**src/verilog/ltc_pkg.sv**
```systemverilog
// package: register map, field codes, reset values and timing of the listen/tx config block
package ltc_pkg;
  // ------------------------------------------------------------
  // register offsets
  // ------------------------------------------------------------
  localparam logic [7:0] ADDR_MODE = 8'h01;
  localparam logic [7:0] ADDR_OSC_CAL = 8'h0a;
  localparam logic [7:0] ADDR_LISTEN_TIMING = 8'h0d;
  localparam logic [7:0] ADDR_LISTEN_IDLE = 8'h0e;
  localparam logic [7:0] ADDR_LISTEN_RX = 8'h0f;
  localparam logic [7:0] ADDR_REVISION = 8'h10;
  localparam logic [7:0] ADDR_AMP_LEVEL = 8'h11;
  localparam logic [7:0] ADDR_AMP_RAMP = 8'h12;
  localparam logic [7:0] ADDR_OVERCURRENT = 8'h13;
  localparam logic [7:0] ADDR_LISTEN_CTRL = 8'h40;
  localparam logic [7:0] ADDR_LISTEN_STATUS = 8'h41;
  // ------------------------------------------------------------
  // reset values
  // ------------------------------------------------------------
  localparam logic [1:0] RST_TICK_SEL = 2'h1;
  localparam logic [1:0] RST_POST_ACTION = 2'h1;
  localparam logic [7:0] RST_IDLE_COUNT = 8'hf5;
  localparam logic [7:0] RST_RX_COUNT = 8'h20;
  localparam logic [4:0] RST_POWER_CODE = 5'h1f;
  localparam logic [3:0] RST_RAMP_CODE = 4'h9;
  localparam logic [3:0] RST_OCP_CODE = 4'ha;
  // arbitrary neutral revision value
  localparam logic [7:0] REVISION_CODE = 8'h11;
  // ------------------------------------------------------------
  // codes
  // ------------------------------------------------------------
  localparam logic [1:0] TICK_64US = 2'h1;
  localparam logic [1:0] TICK_4MS = 2'h2;
  localparam logic [1:0] TICK_262MS = 2'h3;
  localparam logic [1:0] ACT_STAY_RX = 2'h0;
  localparam logic [1:0] ACT_GOTO_MODE = 2'h1;
  localparam logic [1:0] ACT_RESUME = 2'h2;
  localparam logic [2:0] MODE_SLEEP = 3'h0;
  localparam logic [2:0] MODE_STANDBY = 3'h1;
  localparam logic [2:0] MODE_RX = 3'h4;
  localparam logic [2:0] MODE_MAX = 3'h4;
  // ------------------------------------------------------------
  // timing
  // ------------------------------------------------------------
  localparam int CLK_MHZ = 50;
  localparam int BASE_TICK_US = 64;
  localparam int BASE_TICK_CYC = BASE_TICK_US * CLK_MHZ;
  // 4.1 ms and 262 ms are 64 and 4096 base ticks of 64 us
  localparam logic [11:0] MUL_64US = 12'h001;
  localparam logic [11:0] MUL_4MS = 12'h040;
  localparam logic [11:0] MUL_262MS = 12'hfff;
  localparam int CAL_CYCLES = 256;
  typedef enum logic [1:0] {
    LS_OFF = 2'b00,
    LS_IDLE = 2'b01,
    LS_RX = 2'b10,
    LS_HOLD = 2'b11
  } ltc_lstate_t;
endpackage
```
**src/verilog/ltc_listen_regs.sv**
```systemverilog
// listen sequencer and transmitter configuration register group
module ltc_listen_regs
  import ltc_pkg::*;
(
  input wire logic I_SYS_CLK,
  input wire logic I_RSTN,
  input wire logic [7:0] I_ADDR,
  input wire logic [7:0] I_WDATA,
  input wire logic I_WR,
  input wire logic I_RD,
  input wire logic I_LEVEL_ABOVE_FLOOR,
  input wire logic I_SYNC_WORD_MATCH,
  input wire logic I_PAYLOAD_COMPLETE,
  input wire logic I_RX_TIMEOUT,
  output logic [7:0] O_RDATA,
  output logic [2:0] O_OP_MODE,
  output logic O_RX_ON,
  output logic O_FIFO_CLEAR,
  output logic O_AMP_ZERO_EN,
  output logic O_AMP_ONE_EN,
  output logic O_AMP_TWO_EN,
  output logic [4:0] O_POWER_CODE,
  output logic [3:0] O_RAMP_TIME_CODE,
  output logic O_OCP_EN,
  output logic [3:0] O_OCP_LIMIT_CODE
);
  // ------------------------------------------------------------
  // register storage
  // ------------------------------------------------------------
  logic [1:0] idle_tick_select_reg;
  logic [1:0] receive_tick_select_reg;
  logic wake_acceptance_rule_reg;
  logic [1:0] post_accept_action_reg;
  logic [7:0] idle_phase_count_reg;
  logic [7:0] receive_phase_count_reg;
  logic [2:0] mode_reg;
  logic listen_en_reg;
  logic cal_busy_reg;
  logic [7:0] cal_cnt_reg;
  logic [7:0] rdata_next;
  logic wr_timing;
  logic wr_mode;
  logic accept;
  logic tick64;
  logic [11:0] base_cnt_reg;
  logic [11:0] sub_cnt_reg;
  logic [7:0] phase_cnt_reg;
  logic [11:0] sub_limit;
  logic unit_tick;
  logic phase_done;
  logic phase_restart;
  logic pending_flush_reg;
  logic accepted_reg;
  ltc_lstate_t lstate_reg;

  // ------------------------------------------------------------
  // listen configuration registers
  // ------------------------------------------------------------
  assign wr_timing = I_WR && (I_ADDR == ADDR_LISTEN_TIMING);
  assign wr_mode = I_WR && (I_ADDR == ADDR_MODE);

  always_ff @(posedge I_SYS_CLK) begin
    if (!I_RSTN) begin
      idle_tick_select_reg <= RST_TICK_SEL;
      receive_tick_select_reg <= RST_TICK_SEL;
      wake_acceptance_rule_reg <= 1'b0;
      post_accept_action_reg <= RST_POST_ACTION;
    end else if (wr_timing) begin
      // reserved tick code 00 is refused so the timebase never stalls
      if (I_WDATA[7:6] != 2'b00) begin
        idle_tick_select_reg <= I_WDATA[7:6];
      end
      if (I_WDATA[5:4] != 2'b00) begin
        receive_tick_select_reg <= I_WDATA[5:4];
      end
      wake_acceptance_rule_reg <= I_WDATA[3];
      if (I_WDATA[2:1] != 2'b11) begin
        post_accept_action_reg <= I_WDATA[2:1];
      end
    end
  end

  always_ff @(posedge I_SYS_CLK) begin
    if (!I_RSTN) begin
      idle_phase_count_reg <= RST_IDLE_COUNT;
      receive_phase_count_reg <= RST_RX_COUNT;
    end else if (I_WR && I_ADDR == ADDR_LISTEN_IDLE) begin
      idle_phase_count_reg <= I_WDATA;
    end else if (I_WR && I_ADDR == ADDR_LISTEN_RX) begin
      receive_phase_count_reg <= I_WDATA;
    end
  end

  // ------------------------------------------------------------
  // transmitter settings
  // ------------------------------------------------------------
  always_ff @(posedge I_SYS_CLK) begin
    if (!I_RSTN) begin
      O_AMP_ZERO_EN <= 1'b1;
      O_AMP_ONE_EN <= 1'b0;
      O_AMP_TWO_EN <= 1'b0;
      O_POWER_CODE <= RST_POWER_CODE;
      O_RAMP_TIME_CODE <= RST_RAMP_CODE;
      O_OCP_EN <= 1'b1;
      O_OCP_LIMIT_CODE <= RST_OCP_CODE;
    end else if (I_WR && I_ADDR == ADDR_AMP_LEVEL) begin
      O_AMP_ZERO_EN <= I_WDATA[7];
      O_AMP_ONE_EN <= I_WDATA[6];
      O_AMP_TWO_EN <= I_WDATA[5];
      // power is written as given; lower half with boost amps is host's duty
      O_POWER_CODE <= I_WDATA[4:0];
    end else if (I_WR && I_ADDR == ADDR_AMP_RAMP) begin
      O_RAMP_TIME_CODE <= I_WDATA[3:0];
    end else if (I_WR && I_ADDR == ADDR_OVERCURRENT) begin
      O_OCP_EN <= I_WDATA[4];
      O_OCP_LIMIT_CODE <= I_WDATA[3:0];
    end
  end

  // ------------------------------------------------------------
  // oscillator calibration
  // ------------------------------------------------------------
  always_ff @(posedge I_SYS_CLK) begin
    if (!I_RSTN) begin
      cal_busy_reg <= 1'b0;
      cal_cnt_reg <= 8'h00;
    end else if (cal_busy_reg) begin
      cal_cnt_reg <= cal_cnt_reg - 8'h01;
      if (cal_cnt_reg == 8'h00) begin
        cal_busy_reg <= 1'b0;
      end
    end else if (I_WR && I_ADDR == ADDR_OSC_CAL && I_WDATA[7] && mode_reg == MODE_STANDBY) begin
      cal_busy_reg <= 1'b1;
      cal_cnt_reg <= 8'(CAL_CYCLES - 1);
    end
  end

  // ------------------------------------------------------------
  // listen timebase
  // ------------------------------------------------------------
  assign tick64 = (base_cnt_reg == 12'(BASE_TICK_CYC - 1));

  always_comb begin
    case (lstate_reg == LS_IDLE ? idle_tick_select_reg : receive_tick_select_reg)
      TICK_4MS: sub_limit = MUL_4MS - 12'h001;
      TICK_262MS: sub_limit = MUL_262MS;
      default: sub_limit = MUL_64US - 12'h001;
    endcase
  end

  assign unit_tick = tick64 && (sub_cnt_reg >= sub_limit);
  assign phase_done = unit_tick && (phase_cnt_reg <= 8'h01);
  assign accept = I_LEVEL_ABOVE_FLOOR && (!wake_acceptance_rule_reg || I_SYNC_WORD_MATCH);
  // any exit from a phase restarts the timebase, so the next phase gets its full length
  assign phase_restart = phase_done
    || (lstate_reg == LS_RX && accepted_reg && (I_PAYLOAD_COMPLETE || I_RX_TIMEOUT));

  always_ff @(posedge I_SYS_CLK) begin
    if (!I_RSTN || lstate_reg == LS_OFF || lstate_reg == LS_HOLD || phase_restart) begin
      base_cnt_reg <= 12'h000;
      sub_cnt_reg <= 12'h000;
    end else if (tick64) begin
      base_cnt_reg <= 12'h000;
      sub_cnt_reg <= unit_tick ? 12'h000 : sub_cnt_reg + 12'h001;
    end else begin
      base_cnt_reg <= base_cnt_reg + 12'h001;
    end
  end

  // ------------------------------------------------------------
  // listen sequencer
  // ------------------------------------------------------------
  always_ff @(posedge I_SYS_CLK) begin
    if (!I_RSTN) begin
      lstate_reg <= LS_OFF;
      phase_cnt_reg <= 8'h00;
      accepted_reg <= 1'b0;
      pending_flush_reg <= 1'b0;
      O_FIFO_CLEAR <= 1'b0;
    end else begin
      O_FIFO_CLEAR <= 1'b0;
      case (lstate_reg)
        LS_OFF: begin
          accepted_reg <= 1'b0;
          if (listen_en_reg) begin
            lstate_reg <= LS_IDLE;
            phase_cnt_reg <= idle_phase_count_reg;
          end
        end
        LS_IDLE: begin
          if (!listen_en_reg) begin
            lstate_reg <= LS_OFF;
          end else if (phase_done) begin
            lstate_reg <= LS_RX;
            phase_cnt_reg <= receive_phase_count_reg;
            O_FIFO_CLEAR <= pending_flush_reg;
            pending_flush_reg <= 1'b0;
          end else if (unit_tick) begin
            phase_cnt_reg <= phase_cnt_reg - 8'h01;
          end
        end
        LS_RX: begin
          if (!listen_en_reg) begin
            lstate_reg <= LS_OFF;
          end else if (accepted_reg) begin
            if (I_PAYLOAD_COMPLETE || I_RX_TIMEOUT) begin
              if (post_accept_action_reg == ACT_RESUME) begin
                lstate_reg <= LS_IDLE;
                phase_cnt_reg <= idle_phase_count_reg;
                pending_flush_reg <= 1'b1;
                accepted_reg <= 1'b0;
              end else begin
                lstate_reg <= LS_HOLD;
              end
            end
          end else if (accept) begin
            accepted_reg <= 1'b1;
            if (post_accept_action_reg == ACT_STAY_RX) begin
              lstate_reg <= LS_HOLD;
            end
          end else if (phase_done) begin
            lstate_reg <= LS_IDLE;
            phase_cnt_reg <= idle_phase_count_reg;
          end else if (unit_tick) begin
            phase_cnt_reg <= phase_cnt_reg - 8'h01;
          end
        end
        default: begin
          if (!listen_en_reg) begin
            lstate_reg <= LS_OFF;
          end
        end
      endcase
    end
  end

  // ------------------------------------------------------------
  // mode and listen enable
  // ------------------------------------------------------------
  always_ff @(posedge I_SYS_CLK) begin
    if (!I_RSTN) begin
      mode_reg <= MODE_STANDBY;
      listen_en_reg <= 1'b0;
    end else begin
      if (wr_mode && I_WDATA[4:2] <= MODE_MAX) begin
        mode_reg <= I_WDATA[4:2];
      end
      if (I_WR && I_ADDR == ADDR_LISTEN_CTRL) begin
        listen_en_reg <= I_WDATA[0];
      end
    end
  end

  always_ff @(posedge I_SYS_CLK) begin
    if (!I_RSTN) begin
      O_OP_MODE <= MODE_STANDBY;
      O_RX_ON <= 1'b0;
    end else begin
      case (lstate_reg)
        LS_RX: begin
          O_OP_MODE <= MODE_RX;
          O_RX_ON <= 1'b1;
        end
        LS_IDLE: begin
          O_OP_MODE <= MODE_SLEEP;
          O_RX_ON <= 1'b0;
        end
        LS_HOLD: begin
          // action 00 holds receive; action 01 goes to the programmed mode
          O_OP_MODE <= (post_accept_action_reg == ACT_GOTO_MODE) ? mode_reg : MODE_RX;
          O_RX_ON <= (post_accept_action_reg != ACT_GOTO_MODE) || mode_reg == MODE_RX;
        end
        default: begin
          O_OP_MODE <= mode_reg;
          O_RX_ON <= (mode_reg == MODE_RX);
        end
      endcase
    end
  end

  // ------------------------------------------------------------
  // read path
  // ------------------------------------------------------------
  always_comb begin
    rdata_next = 8'h00;
    if (I_ADDR == ADDR_LISTEN_TIMING) begin
      rdata_next = {idle_tick_select_reg, receive_tick_select_reg,
                    wake_acceptance_rule_reg, post_accept_action_reg, 1'b0};
    end else if (I_ADDR == ADDR_LISTEN_IDLE) begin
      rdata_next = idle_phase_count_reg;
    end else if (I_ADDR == ADDR_LISTEN_RX) begin
      rdata_next = receive_phase_count_reg;
    end else if (I_ADDR == ADDR_REVISION) begin
      rdata_next = REVISION_CODE;
    end else if (I_ADDR == ADDR_AMP_LEVEL) begin
      rdata_next = {O_AMP_ZERO_EN, O_AMP_ONE_EN, O_AMP_TWO_EN, O_POWER_CODE};
    end else if (I_ADDR == ADDR_AMP_RAMP) begin
      rdata_next = {4'h0, O_RAMP_TIME_CODE};
    end else if (I_ADDR == ADDR_OVERCURRENT) begin
      rdata_next = {3'h0, O_OCP_EN, O_OCP_LIMIT_CODE};
    end else if (I_ADDR == ADDR_MODE) begin
      rdata_next = {3'h0, O_OP_MODE, 2'h0};
    end else if (I_ADDR == ADDR_OSC_CAL) begin
      rdata_next = {1'b0, !cal_busy_reg, 6'h01};
    end else if (I_ADDR == ADDR_LISTEN_CTRL) begin
      rdata_next = {7'h00, listen_en_reg};
    end else if (I_ADDR == ADDR_LISTEN_STATUS) begin
      rdata_next = {5'h00, accepted_reg, lstate_reg};
    end
  end

  always_ff @(posedge I_SYS_CLK) begin
    if (!I_RSTN) begin
      O_RDATA <= 8'h00;
    end else if (I_RD) begin
      O_RDATA <= rdata_next;
    end else begin
      O_RDATA <= 8'h00;
    end
  end
endmodule

```
**config.mk**
```make
export PLATFORM = sky130hd
export DESIGN_NAME = ltc_listen_regs
export DESIGN_NICKNAME = d
export VERILOG_FILES = /design/src/verilog/ltc_pkg.sv /design/src/verilog/ltc_listen_regs.sv
export SDC_FILE = /design/constraint.sdc
export NUM_CORES = 1
export LEC_CHECK = 0
export ABC_AREA = 1
export BUFFER_PORTS_ARGS = -buffer_cell sky130_fd_sc_hd__buf_2
export CAP_MARGIN = 20
export CELL_PAD_IN_SITES_DETAIL_PLACEMENT = 0
export CELL_PAD_IN_SITES_GLOBAL_PLACEMENT = 1
export CORE_ASPECT_RATIO = 0.8
export CORE_MARGIN = 4
export CORE_UTILIZATION = 40
export DETAILED_ROUTE_END_ITERATION = 8
export PLACE_DENSITY = 0.86
export REMOVE_ABC_BUFFERS = 1
export SETUP_SLACK_MARGIN = 0.1
export SLEW_MARGIN = 40
export SYNTH_ARGS = -nofsm -noshare
export SYNTH_HDL_FRONTEND = slang
export SYNTH_SLANG_ARGS = --single-unit
```
**constraint.sdc**
```tcl
create_clock -name I_SYS_CLK -period 3 [get_ports I_SYS_CLK]
set_clock_uncertainty 0.1 [all_clocks]
set_input_delay 0.15 -clock I_SYS_CLK [delete_from_list [all_inputs] [get_ports I_SYS_CLK]]
set_output_delay 0.15 -clock I_SYS_CLK [all_outputs]
set_load 0.02 [all_outputs]
```
==> summary.md <==
| Metric | Value |
|---|---|
| Post-route ant nets | `0` |
| Worst path slowest cell | `dfxtp_2` |
| CP startpoint kind | `flip-flop` |
| Maximum clock frequency | `375 MHz` |
| Via Count | `5134` |
| Slew headroom | `0.467` |
| Row cnt | `37` |
| Inst Count DP | `992` |
| Setup TNS Final | `0 ns` |
| Initial antenna violation count | `0` |
| WL/cell | `roughly 15 µm` |
| Largest net degree at the start of global routing | `50` |
| Yosys reg bits | `about 100` |
| DP HPWL | `about 11000 µm` |
| Asr flop ratio synth | `0` |
| Max FO, Critical Path | `8` |
| Gr ovfl total | `0` |
| GRT met1 Usage | `0.303` |
| CTS tree | `yes` |
| First-pass GRT wire length | `23700 µm` |
| DR pass1 iterations | `5` |
| IO Port Bufs | `53` |
| Final setup fails | `0` |
| Most common cell after layout, fill and taps aside | `nand2_1` |
| Fin crit share | `0.889` |
| Syn avg cell area | `6.98 µm²` |
| CTS clk-pin slew, worst paths | `roughly 0.080 ns` |
| Largest delay contributor family on the critical path | `simple AND/OR/NAND/NOR gates` |
| Status | `finished, final reports clean` |
| Busiest grt layer | `met1` |
| Antenna cells | `0` |
| Largest stage delay on the critical path | `0.33 ns` |
| Core area | `13000 µm²` |
| Total Routing Usage GR | `0.193` |
| Clk sinks | `102` |
| Post-Synthesis Cells | `between 700 and 800` |
| DR DRC count | `0` |
| Post-synth EDFFs | `0` |
| Syn-to-layout area delta | `17.5%` |
| Clock Latency Late Sink | `0.35 ns` |
| WP buf/inv | `2` |
| Most frequent cells in the layout | `nand2_1, inv_1, dfxtp_1` |
| Final WL | `14800 µm` |
| Slew Limit Fails | `0` |
| Max-cap viol count | `0` |
| RSZ-0062 raised after global routing | `false` |
| Final #Nets | `879` |
| M2 GR Usage | `0.273` |
| CTS H-tree lvls | `3` |
| Vias per cell | `between 5 and 6` |
| Final Hold Viols | `0` |
| # IOs | `54` |
| P per Cell Area | `between 400 and 500 nW/µm²` |
| Post-synth cell types | `49` |
| Critical path's most frequent cell | `nand2_1` |
| Cell Chain, Critical Path | `inv_2, ha_4, nand2_1, o21ai_4, nand2_8, ha_4, nand2_1, nor2_2, nand2_1, nor2_1, nand3_1, nand2_2, nand3_4, a21oi_4, inv_2, nand2_2, nand2_1, nand2_1, nand2_1, a21oi_2` |
| Post-synthesis sequential area ratio | `0.379` |
| Yosys warnings | `0` |
| Die X | `around 140 µm` |
| Final std cells w/o fill | `1017` |
| Worst EP arrival | `2.86 ns` |
| Total CTS buffers | `9` |
| Die area | `15400 µm²` |
| GPL Wtd Cong | `0.922` |
| WP data required | `3.19 ns` |
| Hold WC Path Type | `in2reg` |
| Die Y | `between 100 and 150 µm` |
| Top FF cell, synth | `dfxtp_1` |
| Initial Util | `0.414` |
| First DRT Iteration DRCs | `about 440` |
| Mapped cell area | `5390 µm²` |
| Fin crit period | `2.67 ns` |
| Share of cells above drive strength 1 | `0.157` |
| Global routing usage on met3 | `0.0379` |
| Peak VDD IR | `~260 µV` |
| Worst-Margin Slew | `0.792 ns` |
| CTS Root Buffer Type | `clkbuf_16` |
| Crit end category | `flip-flop` |
| Leak pwr | `about 2.7 nW` |
| Crit path kind | `reg2reg` |
| Number of global-route vias before repair | `roughly 4600` |
| Clock buffer depth | `2` |
==> power by group <==
group,switching [mW],total (mW),internal [mW]
clock,0.580,1.17,0.591
sequential,0.0117,1.37,1.36
combinational,0.130,0.197,0.0670
==> worst paths after layout <==
path                   startpoint               end  slack, ns  depth (start not counted)
setup / recovery    lstate_reg[1]  phase_cnt_reg[7]       0.33                         20
hold / removal         I_WDATA[5]      O_AMP_TWO_EN       0.03                          3
setup reg to reg    lstate_reg[1]  phase_cnt_reg[7]       0.33                         20
hold reg to reg   base_cnt_reg[0]   base_cnt_reg[0]       0.37                          1
==> through the flow <==
stage          total power, mW  utilization  hold slack (ns)  instance area [µm²]  worst slack, ns
2_1_floorplan             1.51            -            0.126                 5310            0.297
3_3_place_gp              1.59        0.450            0.342                 5850            0.130
3_5_place_dp              1.59        0.450            0.354                 5850           0.0941
4_1_cts                   2.77        0.475           0.0180                 6180            0.115
5_1_grt                   2.84        0.487           0.0411                 6330           0.0806
6_report                  2.74        0.487           0.0329                 6330            0.332
==> layout make-up <==
type | count | area (µm²)
Fill cell | 1325 | 6680
Multi-Input combinational cell | 536 | 2930
Sequential cell | 102 | 2050
Inverter | 119 | 447
Timing Repair Buffer | 69 | 393
Clock buffer | 9 | 225
Tap cell | 175 | 219
Clock inverter | 7 | 75.1
==> tightest hold or removal path, stage by stage <==
cell,delay (ns)
buf_2,0.07
inv_1,0.09
a21oi_1,0.13
==> per-layer routing <==
layer	part of all wire	up-vias
li1	-	2670
met1	0.51	2305
met2	0.41	145
met3	0.067	14
met4	0.0092	0
met5	0	-
==> timing repair <==
action                     CTS  global route
pin swaps                    1             8
resized for setup            1            23
hold endpoints to repair     3             0
hold buffers                 3             0
buffers inserted             0             6
setup endpoints to repair    4            34
==> cells in the mapped netlist, types with 3 or more instances <==
master	instances	area share
a211oi_1	3	0.0042
a21oi_1	57	0.053
a221oi_1	4	0.0065
a31oi_1	4	0.0046
buf_2	4	0.0037
clkbuf_1	9	0.0063
dfxtp_1	102	0.38
ha_1	18	0.042
inv_1	110	0.077
inv_2	8	0.0056
nand2_1	159	0.11
nand2_2	6	0.0070
nand3_1	37	0.034
nand4_1	8	0.0093
nor2_1	86	0.060
nor2_2	4	0.0046
nor2_4	4	0.0084
nor3_1	17	0.016
nor4_1	4	0.0046
o211ai_1	21	0.029
o21ai_0	58	0.054
o221ai_1	3	0.0049
o22ai_1	4	0.0046
xnor2_1	3	0.0049
xor2_1	8	0.013
==> cells by family after synthesis <==
logic type,Yosys count,synth area share
simple gates,341,0.284
compound gates,166,0.180
buf+inv,134,0.0971
flops,102,0.379
fa+ha+maj,18,0.0418
xor+xnor,11,0.0179
(Power assumes the default switching activity.)
